$ cat src/hw/adccfg_regs.vh
// Purpose: constants for the converter setup register block
// Assumes: 16-bit setup word, serial link in clock-polarity-0 phase-1 form
// Notes:   field positions, reset value and encodings
`ifndef ADCCFG_REGS_VH
`define ADCCFG_REGS_VH

`define ACFG_WIDTH        16
`define ACFG_RESET        16'h058B
`define ACFG_START_BIT    15
`define ACFG_INSEL_HI     14
`define ACFG_INSEL_LO     12
`define ACFG_GAIN_HI      11
`define ACFG_GAIN_LO      9
`define ACFG_MODE_BIT     8
`define ACFG_RATE_HI      7
`define ACFG_RATE_LO      5
`define ACFG_TEMP_BIT     4
`define ACFG_PULL_BIT     3
`define ACFG_WVC_HI       2
`define ACFG_WVC_LO       1
`define ACFG_RSVD_BIT     0
`define ACFG_WVC_VALID    2'h1
`define ACFG_MODE_CONT    1'b0
`define ACFG_MODE_SINGLE  1'b1
// full-scale range codes, millivolts
`define ACFG_FSR_6144     16'h1800
`define ACFG_FSR_4096     16'h1000
`define ACFG_FSR_2048     16'h0800
`define ACFG_FSR_1024     16'h0400
`define ACFG_FSR_512      16'h0200
`define ACFG_FSR_256      16'h0100
// input pair codes: {positive, negative}, 3'h4 means ground
`define ACFG_IN_GND       3'h4
// conversion time stand-in, in cycles of clk
`define ACFG_CONV_CYCLES  16'h0040

`endif

$ cat src/hw/adccfg_setup_reg.v
// Purpose: converter setup register loaded and read back over the serial link
// Assumes: sclk/csN/din come from the host's clock domain; clk is 10 MHz
// Notes:   conversion core is modelled only as a busy counter
//
// How it works
// - start bit launches conversion only when idle
// - start bit always reads back zero
// - input select picks the converter input pair
// - gain field sets full-scale range
// - gain codes 101 to 111 give 256 mV
// - mode bit zero means continuous conversion
// - mode bit one means single-shot, reset default
// - rate field sets samples per second
// - temperature bit selects internal sensor
// - pull-up on data out while deselected
// - no pull-up means data out floats deselected
// - update only when write code is 01
// - write code resets to 01
// - host writes reserved bit one, readback ignored
// - continuous mode converts back to back always
// - setup bits sampled on falling serial edges
// - word written first returns in last half when write code is 01
`timescale 1ns/100ps
`default_nettype none
`include "adccfg_regs.vh"

module adccfg_setup_reg #(
	parameter CONV_CYCLES = 64
) (
	// clock and reset
	input  wire        clk,
	input  wire        rst,
	// serial link
	input  wire        sclk,
	input  wire        csN,
	input  wire        din,
	input  wire [15:0] conversionResult,
	output reg         serialOutReady,
	output reg         serialOutReadyOe,
	output reg         serialOutPullup,
	// decoded setup for the analog core
	output reg  [2:0]  inputPositive,
	output reg  [2:0]  inputNegative,
	output reg  [15:0] fullScaleRange,
	output reg  [9:0]  samplesPerSecond,
	output reg         tempSenseSelect,
	output reg         singleShotMode,
	output reg         converterBusy,
	output reg  [15:0] setupWord
);

	// two-flop synchronisers for the link inputs
	reg [1:0] sclkSync_reg;
	reg [1:0] csSync_reg;
	reg [1:0] dinSync_reg;
	reg       sclkLast_reg;
	always @(posedge clk or posedge rst) begin
		if (rst) begin
			sclkSync_reg <= 2'h0;
			csSync_reg   <= 2'h3;
			dinSync_reg  <= 2'h0;
			sclkLast_reg <= 1'b0;
		end else begin
			sclkSync_reg <= {sclkSync_reg[0], sclk};
			csSync_reg   <= {csSync_reg[0], csN};
			dinSync_reg  <= {dinSync_reg[0], din};
			sclkLast_reg <= sclkSync_reg[1];
		end
	end

	wire sclkRise = sclkSync_reg[1] & ~sclkLast_reg;
	wire sclkFall = ~sclkSync_reg[1] & sclkLast_reg;
	wire selected = ~csSync_reg[1];

	// stored setup; bit 15 is never held
	reg  [14:0] setup_reg;
	reg  [15:0] shiftIn_reg;
	reg  [31:0] shiftOut_reg;
	reg  [5:0]  bitCount_reg;
	reg  [15:0] convCount_reg;
	reg         convActive_reg;
	reg         dataFresh_reg;
	reg  [15:0] resultHold_reg;
	reg         frameStarted_reg;
	// full reset word; bit 15 is dropped on purpose when stored
	localparam [15:0] RESET_WORD = `ACFG_RESET;

	wire [15:0] incoming = {shiftIn_reg[14:0], dinSync_reg[1]};
	wire        wordDone = selected & sclkFall & (bitCount_reg == 6'd15);
	wire        wordOk   = incoming[`ACFG_WVC_HI:`ACFG_WVC_LO] == `ACFG_WVC_VALID;
	wire        powerDown = setup_reg[`ACFG_MODE_BIT] & ~convActive_reg;
	wire        startReq = wordDone & wordOk & incoming[`ACFG_START_BIT]
			& incoming[`ACFG_MODE_BIT] & powerDown;
	wire        convDone = convActive_reg & (convCount_reg == 16'h0000);
	// readback view: start bit forced low
	wire [15:0] readback = {1'b0, setup_reg};

	// serial shift: sample on falling, launch on rising
	always @(posedge clk or posedge rst) begin
		if (rst) begin
			setup_reg    <= RESET_WORD[14:0];
			shiftIn_reg  <= 16'h0000;
			shiftOut_reg <= 32'h0000_0000;
			bitCount_reg <= 6'd0;
			frameStarted_reg <= 1'b0;
		end else if (!selected) begin
			bitCount_reg <= 6'd0;
			frameStarted_reg <= 1'b0;
			shiftOut_reg <= {resultHold_reg, readback};
		end else begin
			if (sclkFall) begin
				shiftIn_reg  <= incoming;
				if (bitCount_reg != 6'd32)
					bitCount_reg <= bitCount_reg + 6'd1;
				// first word lands; later halves never reload
				if (wordDone && wordOk) begin
					setup_reg <= incoming[14:0];
					// second half now returns what was just written
					// fifteen shifts done, so the readback half now sits one bit below the top
					shiftOut_reg[30:15] <= {1'b0, incoming[14:0]};
				end
			end
			if (sclkRise && bitCount_reg != 6'd0)
				shiftOut_reg <= {shiftOut_reg[30:0], 1'b0};
			// first rise keeps the result MSB in place and ends the ready phase
			if (sclkRise)
				frameStarted_reg <= 1'b1;
		end
	end

	// conversion engine stand-in
	always @(posedge clk or posedge rst) begin
		if (rst) begin
			convActive_reg <= 1'b0;
			convCount_reg  <= 16'h0000;
			dataFresh_reg  <= 1'b0;
			resultHold_reg <= 16'h0000;
		end else begin
			if (convDone) begin
				convActive_reg <= 1'b0;
				resultHold_reg <= conversionResult;
				dataFresh_reg  <= 1'b1;
			end else if (selected && sclkRise && bitCount_reg == 6'd0) begin
				dataFresh_reg  <= 1'b0;
			end
			// continuous mode relaunches regardless of chip select
			if ((convDone || !convActive_reg) && !setup_reg[`ACFG_MODE_BIT]) begin
				convActive_reg <= 1'b1;
				convCount_reg  <= CONV_CYCLES[15:0];
			end else if (startReq) begin
				convActive_reg <= 1'b1;
				convCount_reg  <= CONV_CYCLES[15:0];
			end else if (convActive_reg) begin
				convCount_reg  <= convCount_reg - 16'h0001;
			end
		end
	end

	// registered pin and decode outputs
	always @(posedge clk or posedge rst) begin
		if (rst) begin
			serialOutReady   <= 1'b1;
			serialOutReadyOe <= 1'b0;
			serialOutPullup  <= 1'b1;
			inputPositive    <= 3'h0;
			inputNegative    <= 3'h1;
			fullScaleRange   <= `ACFG_FSR_2048;
			samplesPerSecond <= 10'd128;
			tempSenseSelect  <= 1'b0;
			singleShotMode   <= 1'b1;
			converterBusy    <= 1'b0;
			setupWord        <= 16'h058A;
		end else begin
			// ready low when fresh data, then data bits once clocking
			serialOutReady   <= frameStarted_reg ? shiftOut_reg[31] : ~dataFresh_reg;
			serialOutReadyOe <= selected;
			// weak pull only when deselected and enabled; deselected without it floats
			serialOutPullup  <= ~selected & setup_reg[`ACFG_PULL_BIT];
			case (setup_reg[`ACFG_INSEL_HI:`ACFG_INSEL_LO])
				3'h0: begin inputPositive <= 3'h0; inputNegative <= 3'h1; end
				3'h1: begin inputPositive <= 3'h0; inputNegative <= 3'h3; end
				3'h2: begin inputPositive <= 3'h1; inputNegative <= 3'h3; end
				3'h3: begin inputPositive <= 3'h2; inputNegative <= 3'h3; end
				3'h4: begin inputPositive <= 3'h0; inputNegative <= `ACFG_IN_GND; end
				3'h5: begin inputPositive <= 3'h1; inputNegative <= `ACFG_IN_GND; end
				3'h6: begin inputPositive <= 3'h2; inputNegative <= `ACFG_IN_GND; end
				default: begin inputPositive <= 3'h3; inputNegative <= `ACFG_IN_GND; end
			endcase
			case (setup_reg[`ACFG_GAIN_HI:`ACFG_GAIN_LO])
				3'h0: fullScaleRange <= `ACFG_FSR_6144;
				3'h1: fullScaleRange <= `ACFG_FSR_4096;
				3'h2: fullScaleRange <= `ACFG_FSR_2048;
				3'h3: fullScaleRange <= `ACFG_FSR_1024;
				3'h4: fullScaleRange <= `ACFG_FSR_512;
				default: fullScaleRange <= `ACFG_FSR_256;
			endcase
			case (setup_reg[`ACFG_RATE_HI:`ACFG_RATE_LO])
				3'h0: samplesPerSecond <= 10'd8;
				3'h1: samplesPerSecond <= 10'd16;
				3'h2: samplesPerSecond <= 10'd32;
				3'h3: samplesPerSecond <= 10'd64;
				3'h4: samplesPerSecond <= 10'd128;
				3'h5: samplesPerSecond <= 10'd250;
				3'h6: samplesPerSecond <= 10'd475;
				default: samplesPerSecond <= 10'd860;
			endcase
			tempSenseSelect  <= setup_reg[`ACFG_TEMP_BIT];
			singleShotMode   <= setup_reg[`ACFG_MODE_BIT];
			converterBusy    <= convActive_reg;
			setupWord        <= readback;
		end
	end

endmodule
`default_nettype wire

$ cat config.mk
export PLATFORM = sky130hd
export DESIGN_NAME = adccfg_setup_reg
export DESIGN_NICKNAME = d
export VERILOG_FILES = /design/src/hw/adccfg_setup_reg.v
export VERILOG_INCLUDE_DIRS = /design/src /design/src/hw
export SDC_FILE = /design/constraint.sdc
export NUM_CORES = 1
export LEC_CHECK = 0
export BUFFER_PORTS_ARGS = -buffer_cell sky130_fd_sc_hd__buf_2
export CAP_MARGIN = 10
export CORE_ASPECT_RATIO = 2
export CORE_MARGIN = 4
export CORE_UTILIZATION = 30
export DETAILED_ROUTE_END_ITERATION = 12
export MAX_ROUTING_LAYER = met4
export PLACE_DENSITY_LB_ADDON = 0.25
export SLEW_MARGIN = 20
export SYNTH_ARGS = -nofsm -noshare
export SYNTH_HDL_FRONTEND = slang
export SYNTH_SLANG_ARGS = --single-unit
export TNS_END_PERCENT = 10
$ cat constraint.sdc
create_clock -name clk -period 4.4 [get_ports clk]
set_input_delay 0.44 -clock clk [delete_from_list [all_inputs] [get_ports clk]]
set_output_delay 0.44 -clock clk [all_outputs]
set_load 0.005 [all_outputs]
Word level (Yosys, flattened, before mapping)

Index checks and enable logic that the tools add are counted.

Bits in registers: 163
Bits in latches: 0
Memory bits (writable): 0
Memory bits (read-only): 0
Input port bits: 21
Output and inout bits: 54
Memories kept: 0

Add/subtract/negate cells: 2
Multiply operators: 0
Div/mod/pow operators: 0
Magnitude comparators: 0
Equality and inequality tests: 19
Shift-type cells: 0
Multiplexer cells: 22
Bitwise gates (word level): 16
Reduce and logical (&&, ||, !) cells: 31

Operators by type and width:

| cell                                                                 | number |
|---|---|
| 16-bit two-way mux                                                   | 5 |
| 10-bit case mux with 7 select lines                                  | 1 |
| 13-bit case mux with 5 select lines                                  | 1 |
| 32-bit two-way mux                                                   | 2 |
| 3-bit == test, second input constant                                 | 7 |
| 3-bit by 2-bit == test with 1-bit output, second input constant      | 6 |
| 6-bit two-way mux                                                    | 3 |
| 16-bit logical NOT                                                   | 1 |
| 16-bit by 1-bit subtractor with 16-bit output, second input constant | 1 |
| 3-bit nonzero test                                                   | 4 |
| 1-bit AND                                                            | 11 |
| 2-bit nonzero test                                                   | 5 |
| 3-bit by 1-bit == test with 1-bit output, second input constant      | 3 |
| 3-bit logical NOT                                                    | 3 |
| 1-bit two-way mux                                                    | 8 |
| 6-bit by 1-bit adder with 6-bit output, second input constant        | 1 |
| 6-bit by 4-bit == test with 1-bit output, second input constant      | 1 |
| 6-bit logical NOT                                                    | 1 |
| 6-bit != test, second input constant                                 | 1 |
| 2-bit case mux with 3 select lines                                   | 1 |
| 3-bit case mux with 2 select lines                                   | 1 |
| 2-bit AND reduction                                                  | 3 |
| 6-bit nonzero test                                                   | 1 |
| 3-bit OR reduction                                                   | 2 |
| 7 further kinds                                                      | 17 |

Longest topological paths before layout

Gate-level depths: netlist of the first run.

Word-level depth: 10
Depth in mapped cells: 8
Depth with buffers taken out: 6

Worst setup path after synthesis of the first run

Ideal clock, no wire load.

Path type: register to register
From: register bitCount_reg[0]
To: register shiftOut_reg[16]
Library setup time: 0.128 ns
Arrival time: 2.006 ns
Data required time: 4.272 ns
Path slack: 2.267 ns
Cell stages (with the launch flop): 9
Buffers on the path: 2
Clock period less this slack: 2.133 ns
Cell sequence: dfrtp_1 > inv_1 > ha_1 > or4b_1 > buf_2 > o21ai_4 > nand3_2 > buf_2 > mux2_1

Cells in the longest elaborated chain, start to end: 5
Elaborated cells between the ends (all ways): 10
Classes of those cells: 1 x eq/ne; 2 x mux; 1 x bitwise; 6 x reduce/logical

RTL lines:

| what                                     | RTL line               | RTL |
|---|---|---|
| start: declaration                       | adccfg_setup_reg.v:79  | `reg [5:0] bitCount_reg;` |
| start signal: assignment                 | adccfg_setup_reg.v:114 | `bitCount_reg <= bitCount_reg + 6'd1;` |
| 6-bit by 4-bit == test with 1-bit output | adccfg_setup_reg.v:89  | `wire wordDone = selected & sclkFall & (bitCount_reg == 6'd15);` |
| 1-bit AND                                | adccfg_setup_reg.v:89  |  |
| 1-bit logical AND                        | adccfg_setup_reg.v:116 | `if (wordDone && wordOk) begin` |
| 3-bit nonzero test (no source line)      | n/a                    |  |
| 2-bit AND reduction (no source line)     | n/a                    |  |
| end signal: assignment                   | adccfg_setup_reg.v:109 | `shiftOut_reg <= {resultHold_reg, readback};` |
| end signal: assignment                   | adccfg_setup_reg.v:120 | `shiftOut_reg[30:15] <= {1'b0, incoming[14:0]};` |
| end signal: assignment                   | adccfg_setup_reg.v:124 | `shiftOut_reg <= {shiftOut_reg[30:0], 1'b0};` |
| end: declaration                         | adccfg_setup_reg.v:78  | `reg [31:0] shiftOut_reg;` |

Several ways; a longest one is shown, not always the timed one. The select of a mux whose other input is x is not followed.
A chain may end at the register's enable or synchronous reset.

Worst setup path in the final report of the first run

From: register bitCount_reg[0]
To: register shiftOut_reg[25]

Same word-level chain as after synthesis.

==> flow_metrics.env, run 1 <==
export IMPL_async_reset_ff_share_pct=100
export IMPL_powerDensity_nw_per_um2=422
export IMPL_yosys_area_top_type="dfrtp_1"
export IMPL_path_clk_slew_ps=60
export IMPL_min_period_ps=2680
export IMPL_dieHeight_um=214
export IMPL_hold_buffers=0
export IMPL_viasPerCell=4.85
export IMPL_outcome="finished, final reports clean"
export IMPL_grt_pass1_vias=4428
export IMPL_drc=0
export IMPL_synth_top_area_share_pct=50.9
export IMPL_ant_nets=0
export IMPL_synth_flop_cell="dfrtp_1"
export IMPL_synth_simple_gate_area_share_pct=12.5
export IMPL_slowest_stage="or4b_1"
export IMPL_fp_row_count=75
export IMPL_antennaDiodeCount=0
export IMPL_worstPathArrival_ps=2990
export IMPL_crit_family="simple AND/OR/NAND/NOR gates"
export IMPL_cts_setup_buffers=0
export IMPL_dr_total_vias=4252
export IMPL_peakVddDrop_mv=0.225
export IMPL_leakage_nw=3.36
export IMPL_synth_edff_count=0
export IMPL_routed_wl_um=13900
export IMPL_dieArea_um2=23800
export IMPL_finalHoldViolCount=0
export IMPL_cts_root_buf="clkbuf_16"
export IMPL_ys_ff_latch=148
export IMPL_fill_cells=2036
export IMPL_grt_max_degree=73
export IMPL_synth_top_family_by_area="multiplexers"
export IMPL_numCtsBuffers=17
export IMPL_cts_tree="built"
export IMPL_crit_path_cell_trace="inv_1 > ha_1 > or4b_1 > o21ai_4 > nand3_2 > mux2_1"
export IMPL_finalSetupViolations=0
export IMPL_seq_area_um2=3730
export IMPL_cts_sinks=148
export IMPL_ios=75
export IMPL_drt_iter0_markers=193
export IMPL_die_x_um=111
export IMPL_timing_fmax_ghz=0.373
export IMPL_synth_seq_area_share_pct=58.3
export IMPL_synth_cell_area_um2=6390
export IMPL_cp_max_fo=17
export IMPL_core_area_um2=20900
export IMPL_netlist_instances=540
export IMPL_drtPass1Iterations=4
export IMPL_synth_area_mux_share_pct=13.0
export IMPL_synth_compound_area_share_pct=9.70
export IMPL_clockBufferDepth=2
export IMPL_largest_reg_flops=32
export IMPL_gp_congestion=0.799
export IMPL_hp_class="in2async"
export IMPL_clk_latency_ps=430
export IMPL_post_cts_resized=0
export IMPL_path_depth=6
export IMPL_post_route_period_util_pct=61.0
export IMPL_nNetsFinal=618
export IMPL_worst_pin_slew_ps=1080
export IMPL_syn2layout_area_growth_pct=16.9
export IMPL_slowest_delay_ps=760
export IMPL_floorplan_initialDensity_pct=30.5
export IMPL_cp_end_kind="flop"
export IMPL_multi_input_area_um2=2410
export IMPL_synth_area_leaders="dfrtp_1 (51%), dfstp_2 (7.4%), mux2_2 (7.2%)"
export IMPL_ys_warn_count=0
export IMPL_final_setup_skew_ps=8.95
export IMPL_h_tree_depth=4
export IMPL_post_drt_wl_per_cell_um=15.9
export IMPL_overflow=0
export IMPL_maxCapViolCount=0
export IMPL_antenna_found_initial=0
export IMPL_synth_adder_area_share_pct=0.588
export IMPL_syn_avg_cell_area_um2=11.8
export IMPL_portBuffers=61
export IMPL_synth_cell_types=56
export IMPL_grtUsageTotal_pct=12.5
export IMPL_worstSetupPathType="reg2reg"
export IMPL_power_total_mw=3.15
export IMPL_crit_required_ps=4710
export IMPL_setup_tns_ps=0
export IMPL_crit_buf_inv=1
export IMPL_startpoint_type="flop"
export IMPL_synth_xor_area_share_pct=1.10
export IMPL_drive_above_1_share_pct=27.2
export IMPL_relSlewSlack_pct=27.9
export IMPL_grt_pass1_wl_um=22900
export IMPL_rsz0062_at_grt="false"
export IMPL_dp_hpwl_um=9880
export IMPL_reg2reg_depth=6
export IMPL_drv_slew=0
## per-stage QoR
stage               utilization [%]  cells  setup slack [ps]  instance area, µm²  hold slack, ps
detailed placement             33.0    844              1740                6900             340
CTS                            35.7    876              1700                7470            95.2
global route                   35.7    876              1560                7470            92.5
global placement               33.0    844              1770                6900             334
finish                         35.7    876              1720                7470             110
floorplan                         -    552              10.1                6430             331
## cells in the mapped netlist (all sizes together) (15+ instances only)
cell type / n
nand2: 47
buf: 24
dfstp: 18
a41oi: 15
mux2: 58
o21ai: 24
clkbuf: 23
dfrtp: 130
nor2: 39
nand3: 19
mux2i: 18
o211ai: 15
## path summary, 6_finish.rpt
path	startpoint	endpoint	slack [ps]
max	bitCount_reg[0]	shiftOut_reg[25]	1720
min	rst	setupWord[0]	110
max reg2reg	bitCount_reg[0]	shiftOut_reg[25]	1720
min reg2reg	dinSync_reg[0]	dinSync_reg[1]	350
max in group asynchronous	rst	setupWord[10]	3250
min in group clk	csN	csSync_reg[0]	120
## where the power goes
group	switching [mW]	internal (mW)	leakage, nW
logic	0.115	0.101	1.20
registers	0.0871	1.44	1.88
clock network	0.538	0.864	0.279
total	0.740	2.41	3.36
## area by class of cell
cell class / instances / share of cell area, %
Tap cell: 269 / 4.51
Timing Repair Buffer: 70 / 4.99
Clock inverter: 8 / 1.34
Clock buffer: 24 / 6.32
Sequential cell: 148 / 49.9
Multi-Input combinational cell: 344 / 32.2
Inverter: 13 / 0.720
## cell usage in the layout, fill, tap and decap left out, types with 13 or more instances in the layout
cell type  count
conb_1        13
buf_2         61
o211ai_1      15
mux2_2        41
nand3_1       18
nor2_1        39
clkbuf_16     17
mux2i_1       18
dfstp_2       18
o21ai_0       23
dfrtp_1      130
mux2_1        17
nand2_1       47
a41oi_1       15
## worst reg2reg max path: stages, from the launching register on
cell and delay, ps:
dfrtp_1 410, inv_1 110, ha_1 160, or4b_1 760
o21ai_4 310, nand3_2 370, mux2_1 440
## cells by family (layout without fill, tap and decap cells)
group	count (synthesis)	in the layout
multiplexers	76	76
AO/OA/AOI/OAI	89	89
flip-flops	148	148
adder cells (fa/ha/maj)	3	3
buffers and inverters	60	115
AND/OR/NAND/NOR	155	155
XOR/XNOR	8	8
other	1	13
## metal layers
| metal | track usage, % | routed length, µm |
|---|---|---|
| met1 | 12.2 | 5170 |
| met2 | 22.6 | 7860 |
| met3 | 3.22 | 508 |
| met4 | 6.13 | 395 |
| met5 | - | 0 |
(Power assumes the default switching activity.)
==> run 2, diff against run 1 <==
Clock period 4.4 ns to 2.2 ns, I/O delays scaled along.
==> run 2 against run 1 <==
Power is 110% higher. Design area is 4.5% higher. Via count up 3.5%. Final cell count up 3.0%. First-iteration DRC count up 15%. Wire length increased by 3.2%. Sequential share of layout area shrank 2.1 points. Clock power grew 120%. Critical path depth is 2 lower. Non-clock buffer count increased by 26. Sequential power grew 99%.
==> flow_metrics.env, run 2 (synthesis gave the netlist of run 1 again) <==
export IMPL_outcome="finished, final reports clean"
export IMPL_timing_fmax_ghz=0.467
export IMPL_finalHoldViolCount=0
export IMPL_syn2layout_area_growth_pct=22.2
export IMPL_holdPathStages=2
export IMPL_routed_wl_um=14400
export IMPL_p_clk_share_pct=46.5
export IMPL_grt_max_degree=100
export IMPL_ios=75
export IMPL_power_switching_mw=1.54
export IMPL_antennaDiodeCount=0
export IMPL_drtPass1Iterations=5
export IMPL_relSlewSlack_pct=54.6
export IMPL_min_period_ps=2140
export IMPL_powerDensity_nw_per_um2=846
export IMPL_final_cell_mix="dfrtp_1 (129), buf_2 (61), nand2_1 (47)"
export IMPL_crit_required_ps=2550
export IMPL_finish_utilization_pct=37.3
export IMPL_r2r_setup_slack_ps=60
export IMPL_crit_path_cell_trace="or4_4 > or3_1 > or4_1 > a21oi_1"
export IMPL_cp_max_fo=8
export IMPL_grtUsageTotal_pct=13.1
export IMPL_path_clk_slew_ps=60
export IMPL_floorplan_initialDensity_pct=30.5
export IMPL_reg2reg_depth=4
export IMPL_overflow=0
export IMPL_die_x_um=111
export IMPL_numCtsBuffers=17
export IMPL_drive_above_1_share_pct=29.5
export IMPL_antenna_found_initial=0
export IMPL_post_drt_wl_per_cell_um=15.9
export IMPL_finalWorstSetupSlack_ps=60.4
export IMPL_slowest_delay_ps=570
export IMPL_rsz0062_at_grt="true"
export IMPL_wl_met3_um=475
export IMPL_viasPerCell=4.88
export IMPL_highest_layer="met4"
export IMPL_internal_power_mw=5.06
export IMPL_fp_row_count=75
export IMPL_largest_reg_flops=32
export IMPL_startpoint_type="flop"
export IMPL_pre_cts_ws_ps=-53.6
export IMPL_wl_met2_um=7890
export IMPL_drv_slew=0
export IMPL_worstPathArrival_ps=2490
export IMPL_hp_class="in2reg"
export IMPL_post_route_period_util_pct=97.3
export IMPL_layout_cells_non_filler=902
export IMPL_place_inst=860
export IMPL_final_setup_skew_ps=10.2
export IMPL_wl_met1_um=5590
export IMPL_h_tree_depth=4
export IMPL_dr_total_vias=4399
export IMPL_clk_latency_ps=430
export IMPL_pwr_share_seq_pct=46.2
export IMPL_cts_tree="built"
export IMPL_drc=0
export IMPL_grt_pass1_wl_um=24200
export IMPL_gp_congestion=0.840
export IMPL_clockBufferDepth=2
export IMPL_cp_end_kind="flop"
export IMPL_comb_power_share_pct=7.3
export IMPL_worstSetupPathType="reg2reg"
export IMPL_cts_sinks=148
export IMPL_sw_frac_of_total_pct=23.4
export IMPL_grt_pass1_vias=4692
export IMPL_portBuffers=61
export IMPL_worst_pin_slew_ps=680
export IMPL_maxCapViolCount=0
export IMPL_cts_root_buf="clkbuf_16"
export IMPL_drt_iter0_markers=221
export IMPL_peakVddDrop_mv=0.427
export IMPL_leakage_nw=3.51
export IMPL_slowest_stage="or4_4"
export IMPL_dieArea_um2=23800
export IMPL_final_common_cell="dfrtp_1"
export IMPL_finalSetupViolations=0
export IMPL_core_area_um2=20900
export IMPL_nNetsFinal=644
export IMPL_dieHeight_um=214
export IMPL_dp_hpwl_um=10100
export IMPL_ant_nets=0
==> run 2: timing repair <==
item,CTS,global route
resized for setup,2,5
hold buffers,10,0
endpoints found under the setup margin,21,22
buffers inserted,0,0
endpoints found under the hold margin,21,0
==> run 2: worst max-delay path, delay by kind of cell, from the launching register on <==
family | cells | cell delay [ps]
AOI/OAI and AO/OA | 1 | 160
and+or+nand+nor | 3 | 1460
DFF | 1 | 450
==> run 2: layout make-up <==
class	count	area, µm²
Clock buffer	21	450
Clock inverter	11	175
Fill cell	2013	13100
Inverter	13	52.6
Multi-Input combinational cell	344	2430
Sequential cell	148	3730
Tap cell	269	337
Timing Repair Buffer	96	638
==> run 2: path summary, 6_finish.rpt <==
kind,end,startpoint
min in group asynchronous,samplesPerSecond[3],rst
max in group asynchronous,csSync_reg[0],rst
setup / recovery,convCount_reg[13],convCount_reg[7]
hold / removal,resultHold_reg[5],conversionResult[5]
setup reg to reg,convCount_reg[13],convCount_reg[7]
hold reg to reg,dinSync_reg[1],dinSync_reg[0]
==> run 2: per-layer routing <==
| layer | vias up | track usage, % |
|---|---|---|
| met5 | - | - |
| li1 | 2063 | - |
| met1 | 2213 | 13.4 |
| met2 | 94 | 22.4 |
| met3 | 29 | 3.11 |
| met4 | 0 | 7.92 |
==> run 2: power groups by stage <==
stage / logic, mW / registers (mW) / clock network, mW
5_1_grt: 0.546 / 3.07 / 3.27
6_report: 0.481 / 3.05 / 3.07
3_5_place_dp: 0.468 / 3.10 / 0
4_1_cts: 0.484 / 3.05 / 3.16
2_1_floorplan: 0.360 / 3.03 / 0
3_3_place_gp: 0.456 / 3.09 / 0
==> run 2: per-stage QoR <==
step                total power, mW  hold slack, ps  instance area (µm²)  TNS (ps)
floorplan                      3.39             224                 6430         0
global placement               3.55             196                 7050         0
detailed placement             3.56             193                 7050      -341
CTS                            6.69            1.53                 7790         0
global route                   6.89            2.41                 7810     -96.7
finish                         6.60            23.1                 7810         0
==> run 3, diff against run 2 <==
Settings changed: ABC_AREA set to 1, CORE_MARGIN 4 to 10, PLACE_DENSITY set to 0.52, PLACE_DENSITY_LB_ADDON 0.25 to not set.
==> run 3 against run 2 <==
Synthesized cell count grew 27%. Clock-buffer cell count increased by 1. Area after synthesis shrank 0.84%. Non-clock buffer count is 17 lower.
==> flow_metrics.env, run 3 <==
export IMPL_outcome="finished, final reports clean"
export IMPL_drv_slew=0
export IMPL_finalHoldViolCount=0
export IMPL_finalSetupViolations=0
export IMPL_min_period_ps=1780
export IMPL_clk_latency_ps=430
export IMPL_syn_avg_cell_area_um2=9.26
export IMPL_layout_cells_non_filler=1032
export IMPL_worstSetupPathType="reg2reg"
export IMPL_largest_reg_flops=32
export IMPL_syn2layout_area_growth_pct=18.4
export IMPL_place_inst=996
export IMPL_worstHoldStart="conversionResult[0]"
export IMPL_clockBufferDepth=2
export IMPL_drt_iter0_markers=285
export IMPL_async_reset_ff_share_pct=100
export IMPL_synth_area_leaders="dfrtp_1 (51%), nand2_1 (8.8%), dfstp_2 (7.5%)"
export IMPL_r2r_start="bitCount_reg[0]"
export IMPL_internal_power_mw=4.53
export IMPL_timing_fmax_ghz=0.561
export IMPL_dieHeight_um=225
export IMPL_design_area_um2=7500
export IMPL_grt_pass1_wl_um=25000
export IMPL_powerDensity_nw_per_um2=798
export IMPL_ys_warn_count=0
export IMPL_cts_sinks=148
export IMPL_dp_hpwl_um=11100
export IMPL_cts_tree="built"
export IMPL_synth_most_common_cell="nand2_1"
export IMPL_ant_nets=0
export IMPL_crit_path_cell_trace="inv_1 > ha_1 > nand3_1 > nand2_1 > nand2_2 > buf_12 > nor2_4 > inv_1 > nor2_1 > a21oi_1"
export IMPL_path_clk_slew_ps=60
export IMPL_final_cell_mix="nand2_1 (148), dfrtp_1 (130), inv_1 (79)"
export IMPL_grtUsageTotal_pct=12.0
export IMPL_h_tree_depth=4
export IMPL_nNetsFinal=774
export IMPL_viasPerCell=4.44
export IMPL_final_common_cell="nand2_1"
export IMPL_floorplan_initialDensity_pct=30.3
export IMPL_rsz0062_at_grt="false"
export IMPL_setup_tns_ps=0
export IMPL_ios=75
export IMPL_overflow=0
export IMPL_dieArea_um2=27700
export IMPL_synth_edff_count=0
export IMPL_post_route_period_util_pct=81.0
export IMPL_drc=0
export IMPL_dr_total_vias=4583
export IMPL_routed_wl_um=15000
export IMPL_drive_above_1_share_pct=18.7
export IMPL_antennaDiodeCount=0
export IMPL_numCtsBuffers=17
export IMPL_reg2reg_depth=10
export IMPL_synth_flop_cell="dfrtp_1"
export IMPL_p_clk_share_pct=45.4
export IMPL_cp_max_fo=30
export IMPL_core_area_um2=20900
export IMPL_grt_pass1_vias=4793
export IMPL_post_drt_wl_per_cell_um=14.6
export IMPL_gp_congestion=0.831
export IMPL_comb_power_share_pct=6.0
export IMPL_holdPathEnd="resultHold_reg[0]"
export IMPL_rr_endpoint="shiftOut_reg[15]"
export IMPL_grt_max_degree=51
export IMPL_synth_top_cells_by_count="nand2_1 (148), dfrtp_1 (130), inv_1 (80)"
export IMPL_startpoint_type="flop"
export IMPL_cp_end_kind="flop"
export IMPL_worst_pin_slew_ps=604
export IMPL_maxCapViolCount=0
export IMPL_holdPathStages=3
export IMPL_drtPass1Iterations=4
export IMPL_cts_root_buf="clkbuf_16"
export IMPL_slowest_delay_ps=390
export IMPL_pwr_share_seq_pct=48.7
export IMPL_relSlewSlack_pct=59.6
export IMPL_antenna_found_initial=0
export IMPL_peakVddDrop_mv=0.591
export IMPL_slowest_stage="dfrtp_1"
export IMPL_synth_seq_area_share_pct=58.8
export IMPL_synth_cell_types=38
export IMPL_synth_cell_area_um2=6330
export IMPL_ys_ff_latch=148
export IMPL_final_setup_skew_ps=7.58
export IMPL_dpl_instance_area_um2=6900
export IMPL_netlist_instances=684
export IMPL_yosys_area_top_type="dfrtp_1"
export IMPL_synth_top_area_share_pct=51.4
export IMPL_crit_required_ps=2520
export IMPL_portBuffers=61
export IMPL_worstPathArrival_ps=2100
export IMPL_fp_row_count=75
export IMPL_power_switching_mw=1.46
export IMPL_hp_class="in2reg"
export IMPL_crit_path_frequent_cell="inv_1"
export IMPL_leakage_nw=3.68
export IMPL_die_x_um=123
export IMPL_r2r_setup_slack_ps=420
export IMPL_sw_frac_of_total_pct=24.3
[run 3: kinds of logic (layout without fill, tap and decap cells)]
| kind of cell | Yosys count | in the layout | synth area share, % |
|---|---|---|---|
| buf+inv | 129 | 196 | 9.64 |
| xor+xnor | 7 | 7 | 0.968 |
| simple gates | 277 | 277 | 19.2 |
| compound gates | 119 | 119 | 10.7 |
| fa+ha+maj | 3 | 3 | 0.593 |
| other cells | 1 | 13 | 0.0592 |
| flops | 148 | 148 | 58.8 |
[run 3: area by class of cell]
| class | count | area (µm²) |
|---|---|---|
| well taps | 269 | 337 |
| repair buffers | 79 | 500 |
| flip-flops and latches | 148 | 3730 |
| fillers | 2135 | 13400 |
| inverters | 85 | 335 |
| clock buffers | 22 | 484 |
| clock inverters | 10 | 75.1 |
| multi-input cells | 419 | 2040 |
[run 3: power by group through the flow]
stage	logic, mW	clock network [mW]	registers, mW
after floorplan	0.265	0	2.94
after global placement	0.359	0	2.96
after detailed placement	0.362	0	2.96
after CTS	0.369	2.80	2.91
after global routing	0.417	2.91	2.93
final	0.358	2.71	2.91
[run 3: stage by stage]
stage                     hold WS [ps]  total power, mW  util (%)  setup WS, ps
final                             32.9             5.99      35.8           419
after global routing              30.5             6.26      35.8           247
after CTS                         13.4             6.08      35.8           395
after detailed placement           333             3.32      33.0           398
after global placement             327             3.32      33.0           387
after floorplan                    224             3.20         -           134
[run 3: how the worst max path moves through the flow]
| stage | endpoint | slack [ps] | startpoint | depth (start not counted) |
|---|---|---|---|---|
| 2_1_floorplan | bitCount_reg[0] | 130 | rst | 1 |
| 3_3_place_gp | shiftOut_reg[15] | 390 | bitCount_reg[0] | 10 |
| 3_5_place_dp | shiftOut_reg[15] | 400 | bitCount_reg[0] | 10 |
| 4_1_cts | shiftOut_reg[15] | 400 | bitCount_reg[0] | 10 |
| 5_1_grt | convCount_reg[5] | 250 | bitCount_reg[1] | 8 |
| 6_report | shiftOut_reg[15] | 420 | bitCount_reg[0] | 10 |
[run 3: critical path: cells and delay by family, from the launching register on]
kind                     cells  cell delay [ps]
flip-flops                   1              390
buffers and inverters        3              330
adder cells (fa/ha/maj)      1              170
AND/OR/NAND/NOR              5              720
AO/OA/AOI/OAI                1               50
[run 3: layer usage]
metal  global-route usage, %  vias up  share of wire [%]  routed length [µm]
met2                    21.3       72                 56                8450
met4                    5.88        0                2.3                 350
li1                        -     2325                  -                   -
met3                    2.76       20                3.7                 550
met5                       -        -                  0                   0
met1                    11.9     2166                 38                5670
[run 3: repair_timing]
action / 4_1_cts / 5_1_grt
resized for setup: 0 / 0
hold buffers: 4 / 0
hold endpoints to repair: 22 / 0
setup buffers: 0 / 0
